<file path="src/ced_defs.svh">
// Constants for the exception detection block: offsets, fields, codes, vectors
//
// What this block does
// - Instruction breakpoint match raises debug exception
// - Watch taken now when all three clear
// - Watch while blocked sets pending flag
// - Pending flag itself raises watch when unblocked
// - Fetch watch match beats data match
// - Watch reports code, match type, general vector
// - Misaligned or user-kernel reference raises address error
// - Misaligned fetch: return PC equals faulting address
// - Address error load/store code, general vector
// - TLB miss with level clear raises refill
// - TLB faults capture page, address space id
// - Refill vector by exception level at fault
// - Miss at level set, or invalid entry
// - Cache error: save state, uncached vector
// - Instruction parity taken only when executing
// - Latest instruction parity error overwrites info
// - Data integrity error hits every sharing processor
// - Remote core cache error sets remote flag
// - Bus error on fetch/read only, never write
// - Fetch bus error precise and first
// - Data bus error: thread flag, processor mask
`ifndef CED_DEFS_SVH
`define CED_DEFS_SVH
`define CED_NVP          2
`define CED_VPW          1
`define CED_NTC          4
`define CED_TCW          2
`define CED_OFF_STATUS   8'h00
`define CED_OFF_CAUSE    8'h04
`define CED_OFF_EPC      8'h08
`define CED_OFF_BADVA    8'h0C
`define CED_OFF_CONTEXT  8'h10
`define CED_OFF_ENTRYHI  8'h14
`define CED_OFF_CERR     8'h18
`define CED_OFF_ERREPC   8'h1C
`define CED_OFF_DEBUG_EXCEPTION_PC     8'h20
`define CED_OFF_DEBUG    8'h24
`define CED_OFF_WATCH_MATCH_INFO  8'h28
`define CED_OFF_TBE      8'h2C
`define CED_ST_EXL       0
`define CED_ST_ERL       1
`define CED_ST_DM        2
`define CED_CA_WP        22
`define CED_CA_BD        31
`define CED_DBG_DIB      4
`define CED_DBG_DBD      31
`define CED_CTX_SHIFT    4
`define CED_VPN_MSB      31
`define CED_VPN_LSB      13
`define CED_CERR_EE_MASK 32'h0800_0000
`define CED_WIRW_I       3'h4
`define CED_WIRW_R       3'h2
`define CED_WIRW_W       3'h1
`define CED_RESP_ERR     2'h3
`define CED_EXC_TLB_LOAD_MISS_CODE     5'h02
`define CED_EXC_TLB_STORE_MISS_CODE     5'h03
`define CED_EXC_ADDR_ERR_LOAD_CODE     5'h04
`define CED_EXC_ADDR_ERR_STORE_CODE     5'h05
`define CED_EXC_IBE      5'h06
`define CED_EXC_DBE      5'h07
`define CED_EXC_WATCH    5'h17
`define CED_GEN_BASE     32'h8000_0000
`define CED_OFF_GEN      32'h0000_0180
`define CED_OFF_REFILL   32'h0000_0000
`define CED_UNC_BASE     32'hA000_0000
`define CED_OFF_CACHE_ERROR_INFO 32'h0000_0100
`define CED_DEBUG_VEC    32'hBFC0_0480
`define CED_INSN_BYTES   32'h0000_0004
`endif

</file>
<file path="src/ced_pkg.sv">
// Types for the exception detection block
package ced_pkg;
`include "ced_defs.svh"
  typedef enum logic [7:0] {
    k_none  = 8'h01, k_dib  = 8'h02, k_watch = 8'h04, k_ade  = 8'h08,
    k_tlbr  = 8'h10, k_tlbi = 8'h20, k_cerr  = 8'h40, k_buse = 8'h80
  } ced_kind_e;
  typedef struct packed {
    logic commit; logic [31:0] pc; logic delay_slot; logic user_mode;
    logic [`CED_VPW-1:0] vp_id; logic ibreak; logic iwatch; logic [1:0] iwatch_chan;
    logic imapped; logic itlb_hit; logic itlb_valid;
    logic ic_perr_seen; logic ic_perr_exec; logic [31:0] ic_perr_info;
    logic data_valid; logic data_store; logic data_half; logic data_word;
    logic [31:0] data_addr; logic dwatch; logic [1:0] dwatch_chan;
    logic dmapped; logic dtlb_hit; logic dtlb_valid; logic [7:0] address_space_id;
    logic dc_err; logic remote_err; logic [31:0] dc_err_info;
  } ced_pipe_s;
  typedef struct packed {
    logic valid; logic [1:0] code; logic fetch; logic write;
    logic [`CED_TCW-1:0] tc; logic [`CED_NVP-1:0] vp_mask; logic origin_known;
  } ced_resp_s;
  typedef struct packed {
    logic valid; logic [4:0] code; logic [31:0] vector;
    logic [`CED_NVP-1:0] vp_mask; logic nonmask;
  } ced_exc_s;
  typedef struct packed {
    logic exception_level_bit; logic error_level_bit; logic dm; logic wp; logic bd; logic instr_break_status; logic dbd;
    logic [4:0] exccode; logic [31:0] exception_return_pc; logic [31:0] badva; logic [31:0] cerr;
    logic [31:0] error_return_pc; logic [31:0] debug_exception_pc; logic [18:0] ctx_page;
    logic [18:0] ehi_page; logic [7:0] ehi_address_space_id; logic [2:0] wirw; logic [1:0] wchan;
    logic [`CED_NTC-1:0] thread_bus_error_flag; logic dbe_pend; logic [`CED_NVP-1:0] dbe_mask;
    logic dcerr_pend; logic pready; logic pslverr; logic [31:0] prdata; ced_exc_s exc;
  } ced_state_s;
endpackage

</file>
<file path="src/ced_core.sv">
// Exception detection, priority and state capture with an APB register slave
//
// Implementation choices: the APB interface to the registers and the register addresses.
`timescale 1ns/100ps
`include "ced_defs.svh"
module ced_core
  import ced_pkg::*;
(
  // Clock and reset
  input  wire logic        pclk,
  input  wire logic        presetn,
  // APB slave
  input  wire logic        psel,
  input  wire logic        penable,
  input  wire logic        pwrite,
  input  wire logic [7:0]  paddr,
  input  wire logic [31:0] pwdata,
  output logic [31:0]      prdata,
  output logic             pready,
  output logic             pslverr,
  // Pipeline, TLB and cache events
  input  wire ced_pipe_s   pipe_in,
  // Bus response channel
  input  wire ced_resp_s   resp_in,
  // Exception taken
  output ced_exc_s         exc_out
);

  ced_state_s            s_reg;
  ced_state_s            s_next;
  ced_kind_e             kind;
  logic                  blocked;
  logic                  iw;
  logic                  dw;
  logic                  f_ade;
  logic                  d_ade;
  logic                  f_miss;
  logic                  f_inv;
  logic                  d_miss;
  logic                  d_inv;
  logic                  ic_take;
  logic                  fetch_bus_error_code;
  logic                  dber;
  logic                  wp_fire;
  logic                  fetch_side;
  logic                  is_st;
  logic [31:0]           fva;
  logic [31:0]           epc_pc;
  logic [31:0]           vec;
  logic [4:0]            code;
  logic [`CED_NVP-1:0]   own_vp;
  logic [`CED_NVP-1:0]   all_vp;
  logic [`CED_NVP-1:0]   dmask;

  function automatic logic addr_ok(input logic [7:0] a);
    addr_ok = (a == `CED_OFF_STATUS) || (a == `CED_OFF_CAUSE) || (a == `CED_OFF_EPC) ||
              (a == `CED_OFF_BADVA) || (a == `CED_OFF_CONTEXT) || (a == `CED_OFF_ENTRYHI) ||
              (a == `CED_OFF_CERR) || (a == `CED_OFF_ERREPC) || (a == `CED_OFF_DEBUG_EXCEPTION_PC) ||
              (a == `CED_OFF_DEBUG) || (a == `CED_OFF_WATCH_MATCH_INFO) || (a == `CED_OFF_TBE);
  endfunction

  function automatic logic [31:0] rd_word(input ced_state_s st, input logic [7:0] a);
    rd_word = 32'h0000_0000;
    if (a == `CED_OFF_STATUS)
    begin
      rd_word[`CED_ST_EXL] = st.exception_level_bit;
      rd_word[`CED_ST_ERL] = st.error_level_bit;
      rd_word[`CED_ST_DM]  = st.dm;
    end
    else if (a == `CED_OFF_CAUSE)
    begin
      rd_word[`CED_CA_BD] = st.bd;
      rd_word[`CED_CA_WP] = st.wp;
      rd_word[6:2]        = st.exccode;
    end
    else if (a == `CED_OFF_EPC)
      rd_word = st.exception_return_pc;
    else if (a == `CED_OFF_BADVA)
      rd_word = st.badva;
    else if (a == `CED_OFF_CONTEXT)
      rd_word = {9'h000, st.ctx_page, 4'h0};
    else if (a == `CED_OFF_ENTRYHI)
      rd_word = {st.ehi_page, 5'h00, st.ehi_address_space_id};
    else if (a == `CED_OFF_CERR)
      rd_word = st.cerr;
    else if (a == `CED_OFF_ERREPC)
      rd_word = st.error_return_pc;
    else if (a == `CED_OFF_DEBUG_EXCEPTION_PC)
      rd_word = st.debug_exception_pc;
    else if (a == `CED_OFF_DEBUG)
    begin
      rd_word[`CED_DBG_DBD] = st.dbd;
      rd_word[`CED_DBG_DIB] = st.instr_break_status;
    end
    else if (a == `CED_OFF_WATCH_MATCH_INFO)
      rd_word = {14'h0000, st.wchan, 13'h0000, st.wirw};
    else if (a == `CED_OFF_TBE)
      rd_word = {{(32-`CED_NTC){1'b0}}, st.thread_bus_error_flag};
  endfunction

  // Event qualification
  always_comb
  begin
    blocked = s_reg.exception_level_bit || s_reg.error_level_bit || s_reg.dm;
    iw      = pipe_in.commit && pipe_in.iwatch;
    dw      = pipe_in.data_valid && pipe_in.dwatch;
    f_ade   = pipe_in.commit && ((pipe_in.pc[1:0] != 2'h0) ||
              (pipe_in.user_mode && pipe_in.pc[31]));
    d_ade   = pipe_in.data_valid && ((pipe_in.data_word && pipe_in.data_addr[1:0] != 2'h0) ||
              (pipe_in.data_half && pipe_in.data_addr[0]) ||
              (pipe_in.user_mode && pipe_in.data_addr[31]));
    f_miss  = pipe_in.commit && pipe_in.imapped && !pipe_in.itlb_hit;
    f_inv   = pipe_in.commit && pipe_in.imapped && pipe_in.itlb_hit && !pipe_in.itlb_valid;
    d_miss  = pipe_in.data_valid && pipe_in.dmapped && !pipe_in.dtlb_hit;
    d_inv   = pipe_in.data_valid && pipe_in.dmapped && pipe_in.dtlb_hit && !pipe_in.dtlb_valid;
    ic_take = pipe_in.commit && pipe_in.ic_perr_exec;
    fetch_bus_error_code     = resp_in.valid && resp_in.code == `CED_RESP_ERR && resp_in.fetch &&
              !resp_in.write;
    dber    = resp_in.valid && resp_in.code == `CED_RESP_ERR && !resp_in.fetch &&
              !resp_in.write;
    wp_fire = s_reg.wp && !blocked;
    own_vp  = {{(`CED_NVP-1){1'b0}}, 1'b1} << pipe_in.vp_id;
    all_vp  = {`CED_NVP{1'b1}};
    dmask   = resp_in.origin_known ? resp_in.vp_mask : all_vp;
    epc_pc  = pipe_in.delay_slot ? pipe_in.pc - `CED_INSN_BYTES : pipe_in.pc;
  end

  // Priority: deferred watch, then fetch side, then data side, imprecise last
  always_comb
  begin
    kind = k_none;
    if (wp_fire)
      kind = k_watch;
    else if (pipe_in.commit && pipe_in.ibreak && !s_reg.dm)
      kind = k_dib;
    else if (iw && !blocked)
      kind = k_watch;
    else if (f_ade)
      kind = k_ade;
    else if (f_miss && !s_reg.exception_level_bit)
      kind = k_tlbr;
    else if (f_miss || f_inv)
      kind = k_tlbi;
    else if (ic_take && !s_reg.error_level_bit)
      kind = k_cerr;
    else if (fetch_bus_error_code)
      kind = k_buse;
    else if (dw && !blocked)
      kind = k_watch;
    else if (d_ade)
      kind = k_ade;
    else if (d_miss && !s_reg.exception_level_bit)
      kind = k_tlbr;
    else if (d_miss || d_inv)
      kind = k_tlbi;
    else if (s_reg.dcerr_pend && !s_reg.error_level_bit)
      kind = k_cerr;
    else if (s_reg.dbe_pend)
      kind = k_buse;
  end

  always_comb
  begin
    s_next     = s_reg;
    fetch_side = wp_fire || (pipe_in.commit && pipe_in.ibreak && !s_reg.dm) ||
                 (iw && !blocked) || f_ade || f_miss || f_inv ||
                 (ic_take && !s_reg.error_level_bit) || fetch_bus_error_code;
    is_st      = !fetch_side && pipe_in.data_store;
    fva        = fetch_side ? pipe_in.pc : pipe_in.data_addr;
    vec        = `CED_GEN_BASE + `CED_OFF_GEN;
    code       = s_reg.exccode;
    s_next.exc.valid   = 1'b0;
    s_next.exc.nonmask = 1'b0;
    s_next.pready      = 1'b0;
    s_next.pslverr     = 1'b0;
    // One wait state: answer registered, then released
    if (psel && penable && !s_reg.pready)
    begin
      s_next.pready  = 1'b1;
      s_next.prdata  = rd_word(s_reg, paddr);
      s_next.pslverr = !addr_ok(paddr);
    end
    // Software writes land first so that hardware events below win
    if (psel && penable && s_reg.pready && pwrite)
    begin
      if (paddr == `CED_OFF_STATUS)
      begin
        s_next.exception_level_bit = pwdata[`CED_ST_EXL];
        s_next.error_level_bit = pwdata[`CED_ST_ERL];
        s_next.dm  = pwdata[`CED_ST_DM];
      end
      else if (paddr == `CED_OFF_CAUSE)
        s_next.wp = pwdata[`CED_CA_WP];
      else if (paddr == `CED_OFF_EPC)
        s_next.exception_return_pc = pwdata;
      else if (paddr == `CED_OFF_ERREPC)
        s_next.error_return_pc = pwdata;
      else if (paddr == `CED_OFF_DEBUG_EXCEPTION_PC)
        s_next.debug_exception_pc = pwdata;
      else if (paddr == `CED_OFF_DEBUG)
      begin
        s_next.instr_break_status = pwdata[`CED_DBG_DIB];
        s_next.dbd = pwdata[`CED_DBG_DBD];
      end
      else if (paddr == `CED_OFF_WATCH_MATCH_INFO)
        s_next.wirw = s_reg.wirw & ~pwdata[2:0];
      else if (paddr == `CED_OFF_TBE)
        s_next.thread_bus_error_flag = s_reg.thread_bus_error_flag & ~pwdata[`CED_NTC-1:0];
    end
    // Cache error information tracks the latest error seen
    if (pipe_in.ic_perr_seen)
      s_next.cerr = pipe_in.ic_perr_info;
    if (pipe_in.dc_err)
      s_next.cerr = pipe_in.dc_err_info;
    if (pipe_in.remote_err)
      s_next.cerr = s_next.cerr | `CED_CERR_EE_MASK;
    if (pipe_in.dc_err || pipe_in.remote_err)
      s_next.dcerr_pend = 1'b1;
    if ((iw || dw) && blocked)
      s_next.wp = 1'b1;
    if (dber)
    begin
      s_next.dbe_pend            = 1'b1;
      s_next.thread_bus_error_flag[resp_in.tc]     = 1'b1;
      s_next.dbe_mask            = s_reg.dbe_pend ? (s_reg.dbe_mask | dmask) : dmask;
    end
    s_next.exc.vp_mask = own_vp;
    case (kind)
      k_dib:
      begin
        s_next.dm    = 1'b1;
        s_next.instr_break_status   = 1'b1;
        s_next.dbd   = pipe_in.delay_slot;
        s_next.debug_exception_pc  = epc_pc;
        vec          = `CED_DEBUG_VEC;
      end
      k_watch:
      begin
        code = `CED_EXC_WATCH;
        if (!wp_fire)
        begin
          s_next.wirw  = (iw && !blocked) ? `CED_WIRW_I :
                         (pipe_in.data_store ? `CED_WIRW_W : `CED_WIRW_R);
          s_next.wchan = (iw && !blocked) ? pipe_in.iwatch_chan : pipe_in.dwatch_chan;
        end
      end
      k_ade:
      begin
        code         = is_st ? `CED_EXC_ADDR_ERR_STORE_CODE : `CED_EXC_ADDR_ERR_LOAD_CODE;
        s_next.badva = fva;
      end
      k_tlbr, k_tlbi:
      begin
        code            = is_st ? `CED_EXC_TLB_STORE_MISS_CODE : `CED_EXC_TLB_LOAD_MISS_CODE;
        s_next.badva    = fva;
        s_next.ctx_page = fva[`CED_VPN_MSB:`CED_VPN_LSB];
        s_next.ehi_page = fva[`CED_VPN_MSB:`CED_VPN_LSB];
        s_next.ehi_address_space_id = pipe_in.address_space_id;
        if (kind == k_tlbr && !s_reg.exception_level_bit)
          vec = `CED_GEN_BASE + `CED_OFF_REFILL;
      end
      k_cerr:
      begin
        s_next.error_level_bit         = 1'b1;
        s_next.error_return_pc    = epc_pc;
        s_next.exc.nonmask = 1'b1;
        vec                = `CED_UNC_BASE + `CED_OFF_CACHE_ERROR_INFO;
        if (fetch_side)
          s_next.exc.vp_mask = own_vp;
        else
        begin
          s_next.exc.vp_mask = all_vp;
          s_next.dcerr_pend  = pipe_in.dc_err || pipe_in.remote_err;
        end
      end
      k_buse:
      begin
        if (fetch_side)
          code = `CED_EXC_IBE;
        else
        begin
          code               = `CED_EXC_DBE;
          s_next.exc.vp_mask = s_reg.dbe_mask;
          s_next.dbe_pend    = dber;
          s_next.dbe_mask    = dmask;
        end
      end
      default:
      begin
        vec = `CED_GEN_BASE + `CED_OFF_GEN;
      end
    endcase
    // Architectural codes and EXCEPTION_RETURN_PC only for the general class
    if (kind != k_none && kind != k_dib && kind != k_cerr)
    begin
      s_next.exception_level_bit     = 1'b1;
      s_next.exccode = code;
      if (!s_reg.exception_level_bit)
      begin
        s_next.exception_return_pc = epc_pc;
        s_next.bd  = pipe_in.delay_slot;
      end
    end
    s_next.exc.valid  = (kind != k_none);
    s_next.exc.code   = code;
    s_next.exc.vector = vec;
  end

  always_ff @(posedge pclk or negedge presetn)
  begin
    if (!presetn)
      s_reg <= '0;
    else
      s_reg <= s_next;
  end

  assign prdata  = s_reg.prdata;
  assign pready  = s_reg.pready;
  assign pslverr = s_reg.pslverr;
  assign exc_out = s_reg.exc;
endmodule

</file>
<file path="config.mk">
export PLATFORM = sky130hd
export DESIGN_NAME = ced_core
export DESIGN_NICKNAME = d
export VERILOG_FILES = /design/src/ced_pkg.sv /design/src/ced_core.sv
export VERILOG_INCLUDE_DIRS = /design/src /design/src/src
export SDC_FILE = /design/constraint.sdc
export NUM_CORES = 1
export LEC_CHECK = 0
export BUFFER_PORTS_ARGS = -buffer_cell sky130_fd_sc_hd__buf_2
export CORE_UTILIZATION = 30
export DETAILED_ROUTE_END_ITERATION = 16
export GPL_ROUTABILITY_DRIVEN = 0
export PLACE_DENSITY = 0.61
export SKIP_CTS_REPAIR_TIMING = 1
export SLEW_MARGIN = 5
export SYNTH_ARGS = -nofsm -noshare
export SYNTH_HDL_FRONTEND = slang
export SYNTH_SLANG_ARGS = --single-unit
</file>
<file path="constraint.sdc">
create_clock -name pclk -period 2.93 [get_ports pclk]
set_input_delay 0.586 -clock pclk [delete_from_list [all_inputs] [get_ports pclk]]
set_output_delay 0.586 -clock pclk [all_outputs]
set_load 0.1 [all_outputs]
</file>
==> results.cfg, run 1 <==
[run_status]
run_status = finished, final reports clean

[detailed_routing]
first_iter_violations = 1226
final_antenna_net_count = 0
avgRoutedWirePerCell_microns = 22.73
dr.pass1.iters = 7
wl_mm = 56.74
viasPerCell = 5.352
num_vias = 13358
drc_errors = 0

[final_layout]
largest_reg_flops = 212
final_nets = 2018
final_core_util_pct = 36.90
drive_gt1_share_pct = 28.88
post-route-cell-area_sq_um = 18180
area_delta_synth_final_pct = 20.57

[pwr]
seqPwrFrac_pct = 42.9
power.internal_w = 0.008245
swShare_pct = 34.03
finalPower_w = 0.01250
power.leakage_nw = 7.830
power_frac_clock_pct = 31.5
p_per_area_nw_per_um2 = 687.6
ir_drop_uv = 412.4
comb_power_share_pct = 25.6
p_sw_w = 0.004253

[sta]
relSlewSlack_pct = 14.22
worstMarginPinSlew_ps = 1280
worst_slack_ps = 214.5
finalSetupTns_ps = 0
slew_violations = 0
finClkSkew_ps = 23.19
period_minus_slack_ps = 2716
fmax_ghz = 0.3683
rsz0062_at_grt = false
hold_viol_final = 0
finalSetupViolations = 0
finalCritPeriodShare_pct = 92.68

[global_routing]
grt_pass1_vias = 13134
grt_overflow = 0
grt_max_degree = 90
grt_first_pass_wirelength_mm = 83.87
grt_usage_pct = 21.98
antenna_found_initial = 13

[worst_setup_path]
crit_type = reg -> reg
critPathRequiredTime_ps = 3390
crit_fanout = 13
cp-end-kind = register
cp.arrival_ps = 3170
startpoint_type = register

[logic_synthesis]
yosysMostFrequentCell = dfrtp_1
synth_top_area_share_pct = 43.16
synthesis.area_sq_um = 15080
seq_area_frac_synth_pct = 43.16
synthCells = 1568
ys.flop_type = dfrtp_1
ys_top_cells_by_area = dfrtp_1 43%, mux2i_1 10%, mux2_2 6.1%
syn_avg_cell_area_sq_um = 9.615
synth_edf_count = 0
synthArstFlopShare_pct = 100.0
post-synth-top-area-cell = dfrtp_1
synth_cell_types = 82
synth_common_cells = 260 x dfrtp_1, 163 x nand2_1, 151 x mux2i_1, 144 x a21oi_1, 120 x o21ai_0
synth-seq-cells = 260
ys_warn_count = 0

[placed_design]
placed_cell_area_sq_um = 17120
io_buffers = 270
hpwlAfterDp_mm = 42.37
place_ws_ps = 43.71

[flow_run]
maxCapViolCount = 0

[die]
fp.dieH_microns = 226.2
fp-row-count = 81
core_sq_um = 49250
start_util_pct = 30.61
die-width_microns = 226.2
io_pins = 291
dieArea_sq_um = 51150

[clock_network]
cts_buffers = 31
clk_latency_ps = 590
cts_tree = built
clkTransAtPathRegs_ps = 60
clkSinkCount = 260
cts_root_buf = clkbuf_16
htree_levels = 1
cts.path.max_buffers = 3

[min_path]
hold_class = in -> async
==> power by group through the flow <==
stage	registers (W)	clock network (W)	logic, W
after floorplan	0.00503	0	0.00245
after global placement	0.00534	0	0.00310
after detailed placement	0.00537	0	0.00319
after CTS	0.00532	0.00401	0.00320
after global routing	0.00544	0.00417	0.00350
final	0.00536	0.00394	0.00320
==> logic make-up after synthesis <==
| group | share of synthesized area (%) |
|---|---|
| AO/OA/AOI/OAI | 16.61 |
| adder cells (fa/ha/maj) | 0.08298 |
| AND/OR/NAND/NOR | 14.23 |
| multiplexers | 16.77 |
| XOR/XNOR | 1.685 |
| flip-flops | 43.16 |
| other | 0.04982 |
| buffers and inverters | 7.411 |
==> cell usage in the layout, fill, tap and decap left out, drive strengths merged, types with 35 or more instances in the layout <==
| cell type | instances |
|---|---|
| o21ai | 126 |
| nand2 | 164 |
| a21oi | 145 |
| mux2 | 88 |
| dfrtp | 260 |
| buf | 357 |
| nor2 | 107 |
| nand3 | 35 |
| clkbuf | 48 |
| mux2i | 151 |
==> through the flow <==
stage               std cells  hold slack [ps]
floorplan                1587            290.4
global placement         2432            454.1
detailed placement       2432            458.1
CTS                      2489            53.85
global route             2491            92.18
finish                   2496            42.92
==> worst max-delay path, cell delays in order (launching register included) <==
cell,delay (ps)
dfrtp_1,500
nor3_4,420
a22oi_1,230
a31o_1,330
o21bai_4,250
and2_1,240
buf_4,250
mux2_2,360
==> final timing paths <==
kind	end	start	slack, ps	cells past startpoint
worst max register to register	s_reg[248]	s_reg[304]	210	7
worst max-delay path	s_reg[248]	s_reg[304]	210	7
worst min register to register	prdata[25]	prdata[25]	470	2
max in group asynchronous	s_reg[202]	presetn	2090	2
worst min-delay path	s_reg[257]	presetn	40	1
min in group pclk	s_reg[228]	pipe_in[30]	210	3
==> layer usage <==
metal	up-vias	track usage [%]	share of wire, %
met3	101	6.154	10
met2	716	33.93	44
met1	6522	29.74	42
met4	10	6.452	2.8
li1	6009	-	-
met5	-	0	0.11
==> area by class of cell <==
class	count	area (sq um)
fill	5053	31080
multi-input combinational	1133	7566
sequential	260	6506
timing repair buffer	357	2152
clock buffer	48	929.6
tap	664	830.8
clock inverter	9	107.6
inverter	18	67.56
antenna	7	17.52
No activity file was read; power rests on OpenSTA's default activity.
==> inputs of run 2 (changes only) <==
CORE_MARGIN = 3   (was unset)
==> run 2 against run 1 <==
Compared with the run above:
- utilization decreased by 0.14 points
- register-to-register slack better by 20 ps
- combinational power about the same
- final area decreased by 0.37%
- critical path type unchanged
- largest cell class unchanged
==> results.cfg, run 2 (synthesis results as in run 1) <==
[clock_network]
htree_levels = 1
cts.path.max_buffers = 3
clk_latency_ps = 600
cts_buffers = 29
cts_tree = built
cts_root_buf = clkbuf_16
clkTransAtPathRegs_ps = 70
clkSinkCount = 260

[min_path]
holdPathEnd = s_reg[228]
min_delay_path_depth = 3
hold_class = in -> reg
hold_start = pipe_in[30]

[worst_setup_path]
reg2reg_setup_slack_ps = 240
cp-end-kind = register
crit_fanout = 21
r2r_cells = 8
r2r-start = s_reg[304]
critPathRequiredTime_ps = 3420
crit_type = reg -> reg
r2r-end = s_reg[273]
cp.arrival_ps = 3180
startpoint_type = register

[sta]
hold_viol_final = 0
relSlewSlack_pct = 38.89
finalCritPeriodShare_pct = 91.85
finalSetupViolations = 0
finClkSkew_ps = 33.45
slew_violations = 0
finalSetupTns_ps = 0
period_minus_slack_ps = 2691
fmax_ghz = 0.3716
worst_slack_ps = 238.7
worstMarginPinSlew_ps = 916.6
rsz0062_at_grt = false

[die]
fp-row-count = 81
dieArea_sq_um = 52980
core_sq_um = 49250
start_util_pct = 30.61
fp.dieH_microns = 230.2
die-width_microns = 230.2
io_pins = 291

[detailed_routing]
avgRoutedWirePerCell_microns = 23.36
drc_errors = 0
first_iter_violations = 1207
dr.pass1.iters = 5
num_vias = 13217
wl_mm = 57.95
viasPerCell = 5.327
final_antenna_net_count = 0

[pwr]
finalPower_w = 0.01245
power.leakage_nw = 7.786
p_per_area_nw_per_um2 = 687.7
ir_drop_uv = 459.9

[placed_design]
dp_cells = 2423
io_buffers = 270
place_ws_ps = 2.652
hpwlAfterDp_mm = 43.38
placed_cell_area_sq_um = 17090

[final_layout]
post-route-cell-area_sq_um = 18110
drive_gt1_share_pct = 28.53
area_delta_synth_final_pct = 20.13
final_nets = 2008
final_cell_mix = 269 x buf_2, 260 x dfrtp_1, 163 x nand2_1
largest_reg_flops = 212
mostFrequentLayoutCell = buf_2
fill_cells = 4994
fin_cells = 2481

[global_routing]
grt_overflow = 0
grt_usage_pct = 21.24
grt_max_degree = 72
grt_first_pass_wirelength_mm = 85.88
grt_pass1_vias = 13160
antenna_found_initial = 8

[run_status]
run_status = finished, final reports clean

[flow_run]
maxCapViolCount = 0
-- run 2: cell types whose count changed in the layout (fill, tap and decap cells not counted), sizes merged --
cell and delta:
buf -9, dlygate4sd3 +1, bufinv +2, clkinv +4
diode -2, clkbuf -11
-- run 2: metal layers --
metal  share of wire, %  track usage, %  up-vias
li1                   -               -     5971
met1                 44           30.62     6455
met2                 43           31.61      669
met3                9.1           4.423      114
met4                3.3           7.015        8
met5              0.083               0        -
-- run 2: area by class of cell --
cell class	instances	area, sq um	share of cell area [%]
multi-input cells	1133	7566	41.78
flip-flops and latches	260	6506	35.93
repair buffers	349	2132	11.77
well taps	664	830.8	4.588
clock buffers	37	795.8	4.394
clock inverters	15	198.9	1.099
inverters	18	67.56	0.3731
diodes	5	12.51	0.06909
-- run 2: worst max-delay path, cell delays in order (launching register included) --
cell,delay [ps]
dfrtp_1,550
and3b_2,310
a31oi_1,310
a41oi_1,320
a2bb2oi_4,240
a31oi_4,170
buf_12,260
buf_12,210
mux2i_1,200
-- run 2: worst max-delay path by stage --
stage,slack (ps),end,startpoint,cells after the start
final,240,s_reg[273],s_reg[304],8
after global routing,150,s_reg[272],s_reg[305],9
after CTS,260,s_reg[273],s_reg[304],8
after detailed placement,3,s_reg[165],pipe_in[130],9
after global placement,40,s_reg[165],pipe_in[130],9
after floorplan,230,s_reg[136],pready,7
-- run 2: stage by stage --
stage / hold slack (ps) / util (%)
after floorplan: 290.4 / -
after global placement: 459.2 / 34.70
after detailed placement: 456.1 / 34.70
after CTS: -67.60 / 36.72
after global routing: 198.1 / 36.76
final: 205.7 / 36.77
-- run 2: power breakdown --
part	switching [W]	total [W]	internal (W)
sequential	0.000778	0.00537	0.00459
combinational	0.00192	0.00323	0.00130
clock	0.00158	0.00386	0.00228
